<file path="config.mk">
export PLATFORM = sky130hd
export DESIGN_NAME = port_d_upper_pin_function_select
export DESIGN_NICKNAME = d
export VERILOG_FILES = /design/src/pinsel_pkg.sv /design/src/port_d_upper_pin_function_select.sv
export SDC_FILE = /design/constraint.sdc
export NUM_CORES = 1
export LEC_CHECK = 0
export BUFFER_PORTS_ARGS = -buffer_cell sky130_fd_sc_hd__buf_4
export CORE_MARGIN = 2
export CORE_UTILIZATION = 35
export CTS_CLUSTER_DIAMETER = 60
export CTS_CLUSTER_SIZE = 24
export DETAILED_ROUTE_END_ITERATION = 10
export MAX_ROUTING_LAYER = met4
export SYNTH_ARGS = -nofsm -noshare
export SYNTH_HDL_FRONTEND = slang
export SYNTH_SLANG_ARGS = --single-unit
</file>
<file path="constraint.sdc">
create_clock -name clk_i -period 5.77 [get_ports clk_i]
set_clock_uncertainty 0.15 [all_clocks]
set_input_delay 0.577 -clock clk_i [delete_from_list [all_inputs] [get_ports clk_i]]
set_output_delay 0.577 -clock clk_i [all_outputs]
set_load 0.01 [all_outputs]
</file>
<file path="src/pinsel_pkg.sv">
package pinsel_pkg;

   // register bus
   localparam int unsigned ADDR_W         = 4;
   localparam int unsigned DATA_W         = 16;
   localparam logic [3:0]  SEL_A_OFFSET   = 4'h0;
   localparam logic [3:0]  SEL_B_OFFSET   = 4'h4;
   localparam logic [15:0] SEL_A_WMASK    = 16'h00FF;
   localparam logic [15:0] SEL_B_WMASK    = 16'hFFC0;
   localparam logic [15:0] SEL_RESET      = 16'h0000;
   localparam logic [15:0] SEL_A_BOOT16   = 16'h0055;
   localparam logic [15:0] SEL_B_BOOT16   = 16'h5540;

   // pin indices within the upper group (pin 19 is index 0)
   localparam int unsigned NPINS          = 9;
   localparam int unsigned PIN19_LSB      = 6;

   // mode codes
   localparam logic [1:0]  MODE_PORT      = 2'h0;
   localparam logic [1:0]  MODE_BUS       = 2'h1;
   localparam logic [1:0]  MODE_ALT       = 2'h2;
   localparam logic [1:0]  MODE_TRACE     = 2'h3;

   // one pad drive: output, output enable
   typedef struct packed {
      logic o;
      logic oe;
   } pad_drive_s;

endpackage : pinsel_pkg

</file>
<file path="src/port_d_upper_pin_function_select.sv">
// Our own choices: the address-and-strobe port and the register offsets.
`timescale 1ns/1ps
`default_nettype none

module port_d_upper_pin_function_select
   import pinsel_pkg::*;
#(
   parameter int unsigned PINS = NPINS
) (
   // clock and reset
   input  wire logic              clk_i,
   input  wire logic              reset_n_i,
   // boot strap: rom disabled, 16-bit expansion
   input  wire logic              boot_ext16_i,
   // register port
   input  wire logic [ADDR_W-1:0] addr_i,
   input  wire logic [DATA_W-1:0] wdata_i,
   input  wire logic              wr_i,
   input  wire logic              rd_i,
   output logic      [DATA_W-1:0] rdata_o,
   // pads, index 0 is pin 19
   input  wire logic [PINS-1:0]   pad_i,
   output logic      [PINS-1:0]   pad_o,
   output logic      [PINS-1:0]   pad_oe_o,
   // general port side
   input  wire logic [PINS-1:0]   port_o_i,
   input  wire logic [PINS-1:0]   port_oe_i,
   output logic      [PINS-1:0]   port_in_o,
   // bus controller data lines 19..27
   input  wire logic [PINS-1:0]   bus_o_i,
   input  wire logic [PINS-1:0]   bus_oe_i,
   output logic      [PINS-1:0]   bus_in_o,
   // dma controller
   input  wire logic              dma_ack_ch0_i,
   input  wire logic              dma_ack_ch1_i,
   output logic                   dma_req_ch0_o,
   output logic                   dma_req_ch1_o,
   // interrupt controller
   output logic      [4:0]        ext_interrupt_o,
   // debug trace unit
   input  wire logic              trace_sync_o_i,
   input  wire logic              trace_sync_oe_i,
   input  wire logic              trace_clock_o_i,
   input  wire logic              trace_clock_oe_i,
   input  wire logic              trace_data_bit3_o_i,
   input  wire logic              trace_data_bit3_oe_i,
   output logic                   trace_sync_o,
   output logic                   trace_clock_o,
   output logic                   trace_mode_in_o,
   output logic                   trace_reset_in_o,
   output logic                   trace_data_bit3_o
);

   if (PINS != NPINS) begin : g_pins_bad
      $error("PINS must equal the nine upper pins");
   end
   if (PIN19_LSB + 2 * NPINS > 2 * DATA_W) begin : g_map_bad
      $error("mode fields run past the two registers");
   end
   if (DATA_W != 16) begin : g_width_bad
      $error("select registers are sixteen bits wide");
   end

   // reset release
   logic       rst_s1_q;
   logic       rst_n_q;
   always_ff @(posedge clk_i or negedge reset_n_i) begin
      if (!reset_n_i) begin
         rst_s1_q <= 1'b0;
         rst_n_q  <= 1'b0;
      end else begin
         rst_s1_q <= 1'b1;
         rst_n_q  <= rst_s1_q;
      end
   end

   // strap and pad synchronisers
   logic              strap_s1_q;
   logic              strap_q;
   logic [PINS-1:0]   pad_s1_q;
   logic [PINS-1:0]   pad_q;
   always_ff @(posedge clk_i or negedge rst_n_q) begin
      if (!rst_n_q) begin
         strap_s1_q <= 1'b0;
         strap_q    <= 1'b0;
         pad_s1_q   <= '0;
         pad_q      <= '0;
      end else begin
         strap_s1_q <= boot_ext16_i;
         strap_q    <= strap_s1_q;
         pad_s1_q   <= pad_i;
         pad_q      <= pad_s1_q;
      end
   end

   // strap applied once, on the first edge its synchroniser holds the pin
   logic [2:0] boot_wait_q;
   logic       boot_load;
   always_ff @(posedge clk_i or negedge rst_n_q) begin
      if (!rst_n_q) begin
         boot_wait_q <= '0;
      end else begin
         boot_wait_q <= {boot_wait_q[1:0], 1'b1};
      end
   end

   assign boot_load = (boot_wait_q == 3'h3) && strap_q;

   // register address decode, shared by write and read
   function automatic logic [1:0] reg_hit(input logic [ADDR_W-1:0] a);
      return {a == SEL_B_OFFSET, a == SEL_A_OFFSET};
   endfunction : reg_hit

   logic [1:0] hit;
   assign hit = reg_hit(addr_i);

   // function select registers
   logic [15:0] sel_a_q;
   logic [15:0] sel_b_q;
   logic        wr_a;
   logic        wr_b;
   assign wr_a = wr_i && hit[0];
   assign wr_b = wr_i && hit[1];

   always_ff @(posedge clk_i or negedge rst_n_q) begin
      if (!rst_n_q) begin
         sel_a_q <= SEL_RESET;
      end else if (wr_a) begin
         sel_a_q <= wdata_i & SEL_A_WMASK;
      end else if (boot_load) begin
         sel_a_q <= SEL_A_BOOT16;
      end
   end

   always_ff @(posedge clk_i or negedge rst_n_q) begin
      if (!rst_n_q) begin
         sel_b_q <= SEL_RESET;
      end else if (wr_b) begin
         sel_b_q <= wdata_i & SEL_B_WMASK;
      end else if (boot_load) begin
         sel_b_q <= SEL_B_BOOT16;
      end
   end

   // read data valid one cycle after the strobe, zero otherwise
   always_ff @(posedge clk_i or negedge rst_n_q) begin
      if (!rst_n_q) begin
         rdata_o <= '0;
      end else if (rd_i && hit[0]) begin
         rdata_o <= sel_a_q;
      end else if (rd_i && hit[1]) begin
         rdata_o <= sel_b_q;
      end else begin
         rdata_o <= '0;
      end
   end

   // per-pin mode, index 0 is pin 19
   function automatic logic [1:0] pin_mode(input logic [15:0] a,
                                           input logic [15:0] b,
                                           input int unsigned i);
      logic [31:0] all;
      all = {a, b};
      return all[PIN19_LSB + 2*i +: 2];
   endfunction : pin_mode

   logic [1:0] mode [PINS];
   genvar gi;
   generate
      for (gi = 0; gi < PINS; gi++) begin : g_mode
         assign mode[gi] = pin_mode(sel_a_q, sel_b_q, gi);
      end
   endgenerate

   // alternate and trace drive per pin; inputs-only functions never drive
   pad_drive_s alt_drv   [PINS];
   pad_drive_s trace_drv [PINS];
   always_comb begin
      for (int i = 0; i < PINS; i++) begin
         alt_drv[i]   = '{o: 1'b0, oe: 1'b0};
         trace_drv[i] = '{o: 1'b0, oe: 1'b0};
      end
      alt_drv[8]   = '{o: dma_ack_ch1_i, oe: 1'b1};
      alt_drv[7]   = '{o: dma_ack_ch0_i, oe: 1'b1};
      trace_drv[4] = '{o: trace_sync_o_i, oe: trace_sync_oe_i};
      trace_drv[3] = '{o: trace_clock_o_i, oe: trace_clock_oe_i};
      trace_drv[0] = '{o: trace_data_bit3_o_i, oe: trace_data_bit3_oe_i};
   end

   // pad mux; code 11 on pins 24..27 is forbidden and drives nothing
   logic [PINS-1:0] pad_d;
   logic [PINS-1:0] pad_oe_d;
   always_comb begin
      for (int i = 0; i < PINS; i++) begin
         unique case (mode[i])
            MODE_PORT: begin
               pad_d[i]    = port_o_i[i];
               pad_oe_d[i] = port_oe_i[i];
            end
            MODE_BUS: begin
               pad_d[i]    = bus_o_i[i];
               pad_oe_d[i] = bus_oe_i[i];
            end
            MODE_ALT: begin
               pad_d[i]    = alt_drv[i].o;
               pad_oe_d[i] = alt_drv[i].oe;
            end
            MODE_TRACE: begin
               pad_d[i]    = trace_drv[i].o;
               pad_oe_d[i] = trace_drv[i].oe;
            end
         endcase
      end
   end

   always_ff @(posedge clk_i or negedge rst_n_q) begin
      if (!rst_n_q) begin
         pad_o    <= '0;
         pad_oe_o <= '0;
      end else begin
         pad_o    <= pad_d;
         pad_oe_o <= pad_oe_d;
      end
   end

   // input routing: each peripheral sees the pin only when selected
   logic [PINS-1:0] port_in_d;
   logic [PINS-1:0] bus_in_d;
   always_comb begin
      for (int i = 0; i < PINS; i++) begin
         port_in_d[i] = (mode[i] == MODE_PORT) ? pad_q[i] : 1'b0;
         bus_in_d[i]  = (mode[i] == MODE_BUS)  ? pad_q[i] : 1'b0;
      end
   end

   always_ff @(posedge clk_i or negedge rst_n_q) begin
      if (!rst_n_q) begin
         port_in_o <= '0;
         bus_in_o  <= '0;
      end else begin
         port_in_o <= port_in_d;
         bus_in_o  <= bus_in_d;
      end
   end

   // dma requests
   always_ff @(posedge clk_i or negedge rst_n_q) begin
      if (!rst_n_q) begin
         dma_req_ch1_o <= 1'b0;
         dma_req_ch0_o <= 1'b0;
      end else begin
         dma_req_ch1_o <= (mode[6] == MODE_ALT) & pad_q[6];
         dma_req_ch0_o <= (mode[5] == MODE_ALT) & pad_q[5];
      end
   end

   // external interrupts 3..7 from pins 19..23
   logic [4:0] irq_d;
   always_comb begin
      for (int i = 0; i < 5; i++) begin
         irq_d[i] = (mode[i] == MODE_ALT) & pad_q[i];
      end
   end

   always_ff @(posedge clk_i or negedge rst_n_q) begin
      if (!rst_n_q) begin
         ext_interrupt_o <= '0;
      end else begin
         ext_interrupt_o <= irq_d;
      end
   end

   // trace inputs
   always_ff @(posedge clk_i or negedge rst_n_q) begin
      if (!rst_n_q) begin
         trace_sync_o      <= 1'b0;
         trace_clock_o     <= 1'b0;
         trace_mode_in_o   <= 1'b0;
         trace_reset_in_o  <= 1'b0;
         trace_data_bit3_o <= 1'b0;
      end else begin
         trace_sync_o      <= (mode[4] == MODE_TRACE) & pad_q[4];
         trace_clock_o     <= (mode[3] == MODE_TRACE) & pad_q[3];
         trace_mode_in_o   <= (mode[2] == MODE_TRACE) & pad_q[2];
         trace_reset_in_o  <= (mode[1] == MODE_TRACE) & pad_q[1];
         trace_data_bit3_o <= (mode[0] == MODE_TRACE) & pad_q[0];
      end
   end

endmodule : port_d_upper_pin_function_select

`default_nettype wire

</file>
==> results.txt <==
The transition at the pin with the smallest max-transition slack came out at 0.928 ns. For the finished layout, the period the worst path requires is 1.88 ns. Setup slack on the worst reg-to-reg path comes out at 4.12 ns. The area overhead of the layout relative to synthesis is 36.2%.

The number of flip-flops and latches in the synthesized netlist is 107. The capture point of the worst reg-to-reg path is sel_b_q[12]$_DFFE_PN0P_. The total met3 wirelength after detailed routing is 539 µm. Wire segments on met2 add up to 3830 µm in the final route.

The minimum setup slack in the final design came out at 3.89 ns. The met1 wire length came out at 3210 µm. The core footprint came out at 10700 µm².

The total setup violations reported at the end of the flow is 0. Along the worst path, the maximum fanout reaches 10. The fraction of final layout cells sized beyond drive strength 1 is 41.1%. Signal routing reaches up to met4.

The synthesized area per cell is 14.0 µm². The library cell used most frequently in the layout, excluding fill and tap cells, is sky130_fd_sc_hd__buf_4. The hold buffer count at CTS came out at 1. The largest net degree at the start of global routing came out at 77.

In the layout the commonest cells are sky130_fd_sc_hd__buf_4 (142), sky130_fd_sc_hd__dfrtp_1 (106), sky130_fd_sc_hd__mux2i_1 (25). The number of nets in the final layout is 489. The count of antenna diodes in the layout came out at 0. The number of hold violations in the final report came out at 0. The HPWL after detailed placement is 5480 µm. The final routed wirelength across all metal layers came out at 7670 µm. The analysis attributes to cell leakage a power of 2.76 nW.

The worst pin sits at a relative slew slack of 38.2%. The power per cell area is 316 nW/µm². The overall routing resource usage is 13.8%. The die is 108 µm tall. In the routed layout, each cell is associated on average with a via count of 4.44. The post-CTS resize count is 0.

The wire length of the first global-routing pass came out at 12000 µm. The number of sinks handled by clock tree synthesis came out at 107. The register cell area after layout is 2680 µm².

The clock-pin slew on the worst setup and hold paths is 0.09 ns. The cell depth of the worst flop-to-flop path came out at 1. Max-cap violations in this run came to 0. TritonCTS built the clock tree. The Yosys step of the flow raised 0 warnings. The clock tree buffer depth is 2. The final-layout fill cell count is 1017. The number of H-tree levels came out at 3. The post-CTS setup repair buffer count is 0.

For this design the top-level I/O count stands at 142. The combined area of all synthesized cells came out at 3820 µm². The placer congestion estimate is 0.738. The type of element capturing the critical path is a register. The total CTS buffers came out at 9. The area of the multi-input gates came out at 1030 µm². Data arrives at the worst endpoint at 1.97 ns. The worst hold path belongs to the class reg2async. Detailed routing inserted a total of 2466 vias.

The die is 108 µm wide. The final critical path takes up 32.6% of the cycle. After routing, the total negative slack on setup checks comes to 0 ns. The via count of the first global-routing pass is 2478. STA classifies the critical path startpoint as an input port. The detailed-routing iteration count for the pre-antenna-repair pass came out at 3. The netlist uses 28 different library cells. In this run the clock root is driven by a sky130_fd_sc_hd__clkbuf_8. The critical path is of the in2reg type. The initial antenna violation count came out at 0. Synthesis handed over a netlist of 272 instances.

After synthesis, flip-flops and latches occupy 70.1% of the total area. Before CTS, the worst setup slack after placement is 3.46 ns. The run finished with clean final reports.

The number of input and output port buffers inserted came out at 141. The overall die area is 11800 µm². The global-route congestion overflow total came out at 0. The launch point of the worst reg-to-reg path is rst_n_q$_DFF_PN0_. In this run, the number of DRC markers left after iteration 0 of detailed routing was 101. The required time of the critical path came out at 5.86 ns. The clock latency of the later-clocked register in the worst-skew pair came out at 0.35 ns. The peak supply drop is 0.137 mV. Setup repair after global routing left no endpoint under its margin. The number of nets with antenna violations after routing is 0. The starting density of the core came out at 35.5%. The number of pins with negative max-slew slack in the final report came out at 0. The floorplan has 38 rows. After detailed routing, the average wire length per cell comes to 13.8 µm. The number of remaining DRC errors came out at 0. The highest clock rate came out at 0.531 GHz.
[stage by stage]
stage	power (mW)	instances	cell area, µm²	utilization (%)	hold WS, ns
3_5_place_dp	1.20	539	4980	46.4	0.116
4_1_cts	1.67	556	5200	48.4	0.120
3_3_place_gp	1.19	539	4980	46.4	0.107
2_1_floorplan	1.04	273	3820	-	0.131
5_1_grt	1.74	556	5200	48.4	0.137
6_report	1.64	556	5200	48.4	0.100
[synth_stat cells]
cell type                    n  share of area, %
sky130_fd_sc_hd__conb_1      1             0.098
sky130_fd_sc_hd__buf_2       4              0.52
sky130_fd_sc_hd__nand2b_1   11               1.8
sky130_fd_sc_hd__and4b_1     1              0.26
sky130_fd_sc_hd__and3b_1    10               2.3
sky130_fd_sc_hd__nand4b_2    1              0.39
sky130_fd_sc_hd__nor3b_1     9               1.8
sky130_fd_sc_hd__nand3b_1    2              0.39
sky130_fd_sc_hd__nor3_1      2              0.26
sky130_fd_sc_hd__o21ai_0     8               1.0
sky130_fd_sc_hd__clkbuf_1    9              0.88
sky130_fd_sc_hd__and3_1      5              0.82
sky130_fd_sc_hd__and2_1     14               2.3
sky130_fd_sc_hd__mux2i_1    25               6.6
sky130_fd_sc_hd__nor2_2      1              0.16
sky130_fd_sc_hd__dfrtp_1   107                70
sky130_fd_sc_hd__and4bb_1    1              0.33
sky130_fd_sc_hd__nand4b_1    1              0.23
sky130_fd_sc_hd__buf_6       2              0.59
sky130_fd_sc_hd__buf_4       1              0.20
sky130_fd_sc_hd__mux2_4      9               3.5
sky130_fd_sc_hd__a22o_1      2              0.46
sky130_fd_sc_hd__nor2_1     14               1.4
sky130_fd_sc_hd__nand2_1    15               1.5
sky130_fd_sc_hd__nand3_1     6              0.79
sky130_fd_sc_hd__and4bb_2    1              0.33
sky130_fd_sc_hd__inv_1       8              0.79
sky130_fd_sc_hd__a21oi_1     2              0.26
[worst max-delay path, cell delays in order]
cell and delay [ns]:
sky130_fd_sc_hd__buf_4 0.11, sky130_fd_sc_hd__nor2_2 0.14, sky130_fd_sc_hd__nand4b_1 0.62, sky130_fd_sc_hd__mux2_4 0.52
[worst max-delay path by stage]
stage,startpoint,to,slack [ns]
after floorplan,rst_n_q$_DFF_PN0_,boot_wait_q[0]$_DFF_PN0_,2.42
after global placement,addr_i[0],sel_b_q[10]$_DFFE_PN0P_,3.49
after detailed placement,addr_i[0],sel_b_q[10]$_DFFE_PN0P_,3.46
after CTS,addr_i[0],sel_b_q[12]$_DFFE_PN0P_,3.86
after global routing,rst_n_q$_DFF_PN0_,rdata_o[13]$_DFF_PN0_,3.81
final,addr_i[0],sel_b_q[12]$_DFFE_PN0P_,3.89
[state kept, by name, summed over array words and instances, names as in the netlist, 3 cells and up]
name	flops
pad_q	9
pad_s1_q	9
pad_o	9
sel_b_q	10
bus_in_o	9
port_in_o	9
ext_interrupt_o	5
sel_a_q	8
pad_oe_o	9
boot_wait_q	3
rdata_o	16
[report_power, final]
group	total, mW	leakage, nW	switching (mW)	internal (mW)
Clock	0.469	0.0995	0.253	0.216
Combinational	0.263	1.32	0.100	0.163
Sequential	0.911	1.34	0.0773	0.834
[layout make-up]
| class | instances | area share (%) |
|---|---|---|
| inverter | 8 | 0.577 |
| sequential | 107 | 51.5 |
| clock buffer | 10 | 2.64 |
| timing repair buffer | 143 | 20.7 |
| multi-input combinational | 142 | 19.8 |
| tap | 140 | 3.37 |
| clock inverter | 6 | 1.37 |
[kinds of logic after synthesis]
group           synth area share (%)
other cells                   0.0982
compound gates                  1.77
simple gates                    15.0
buf+inv                         2.98
mux                             10.1
flops                           70.1
[per-layer routing]
metal	GRT usage (%)	vias to the layer above
li1	-	1167
met1	16.8	1206
met5	-	-
met2	21.9	89
met4	4.40	0
met3	4.58	4
No activity file was read; power rests on OpenSTA's default activity.
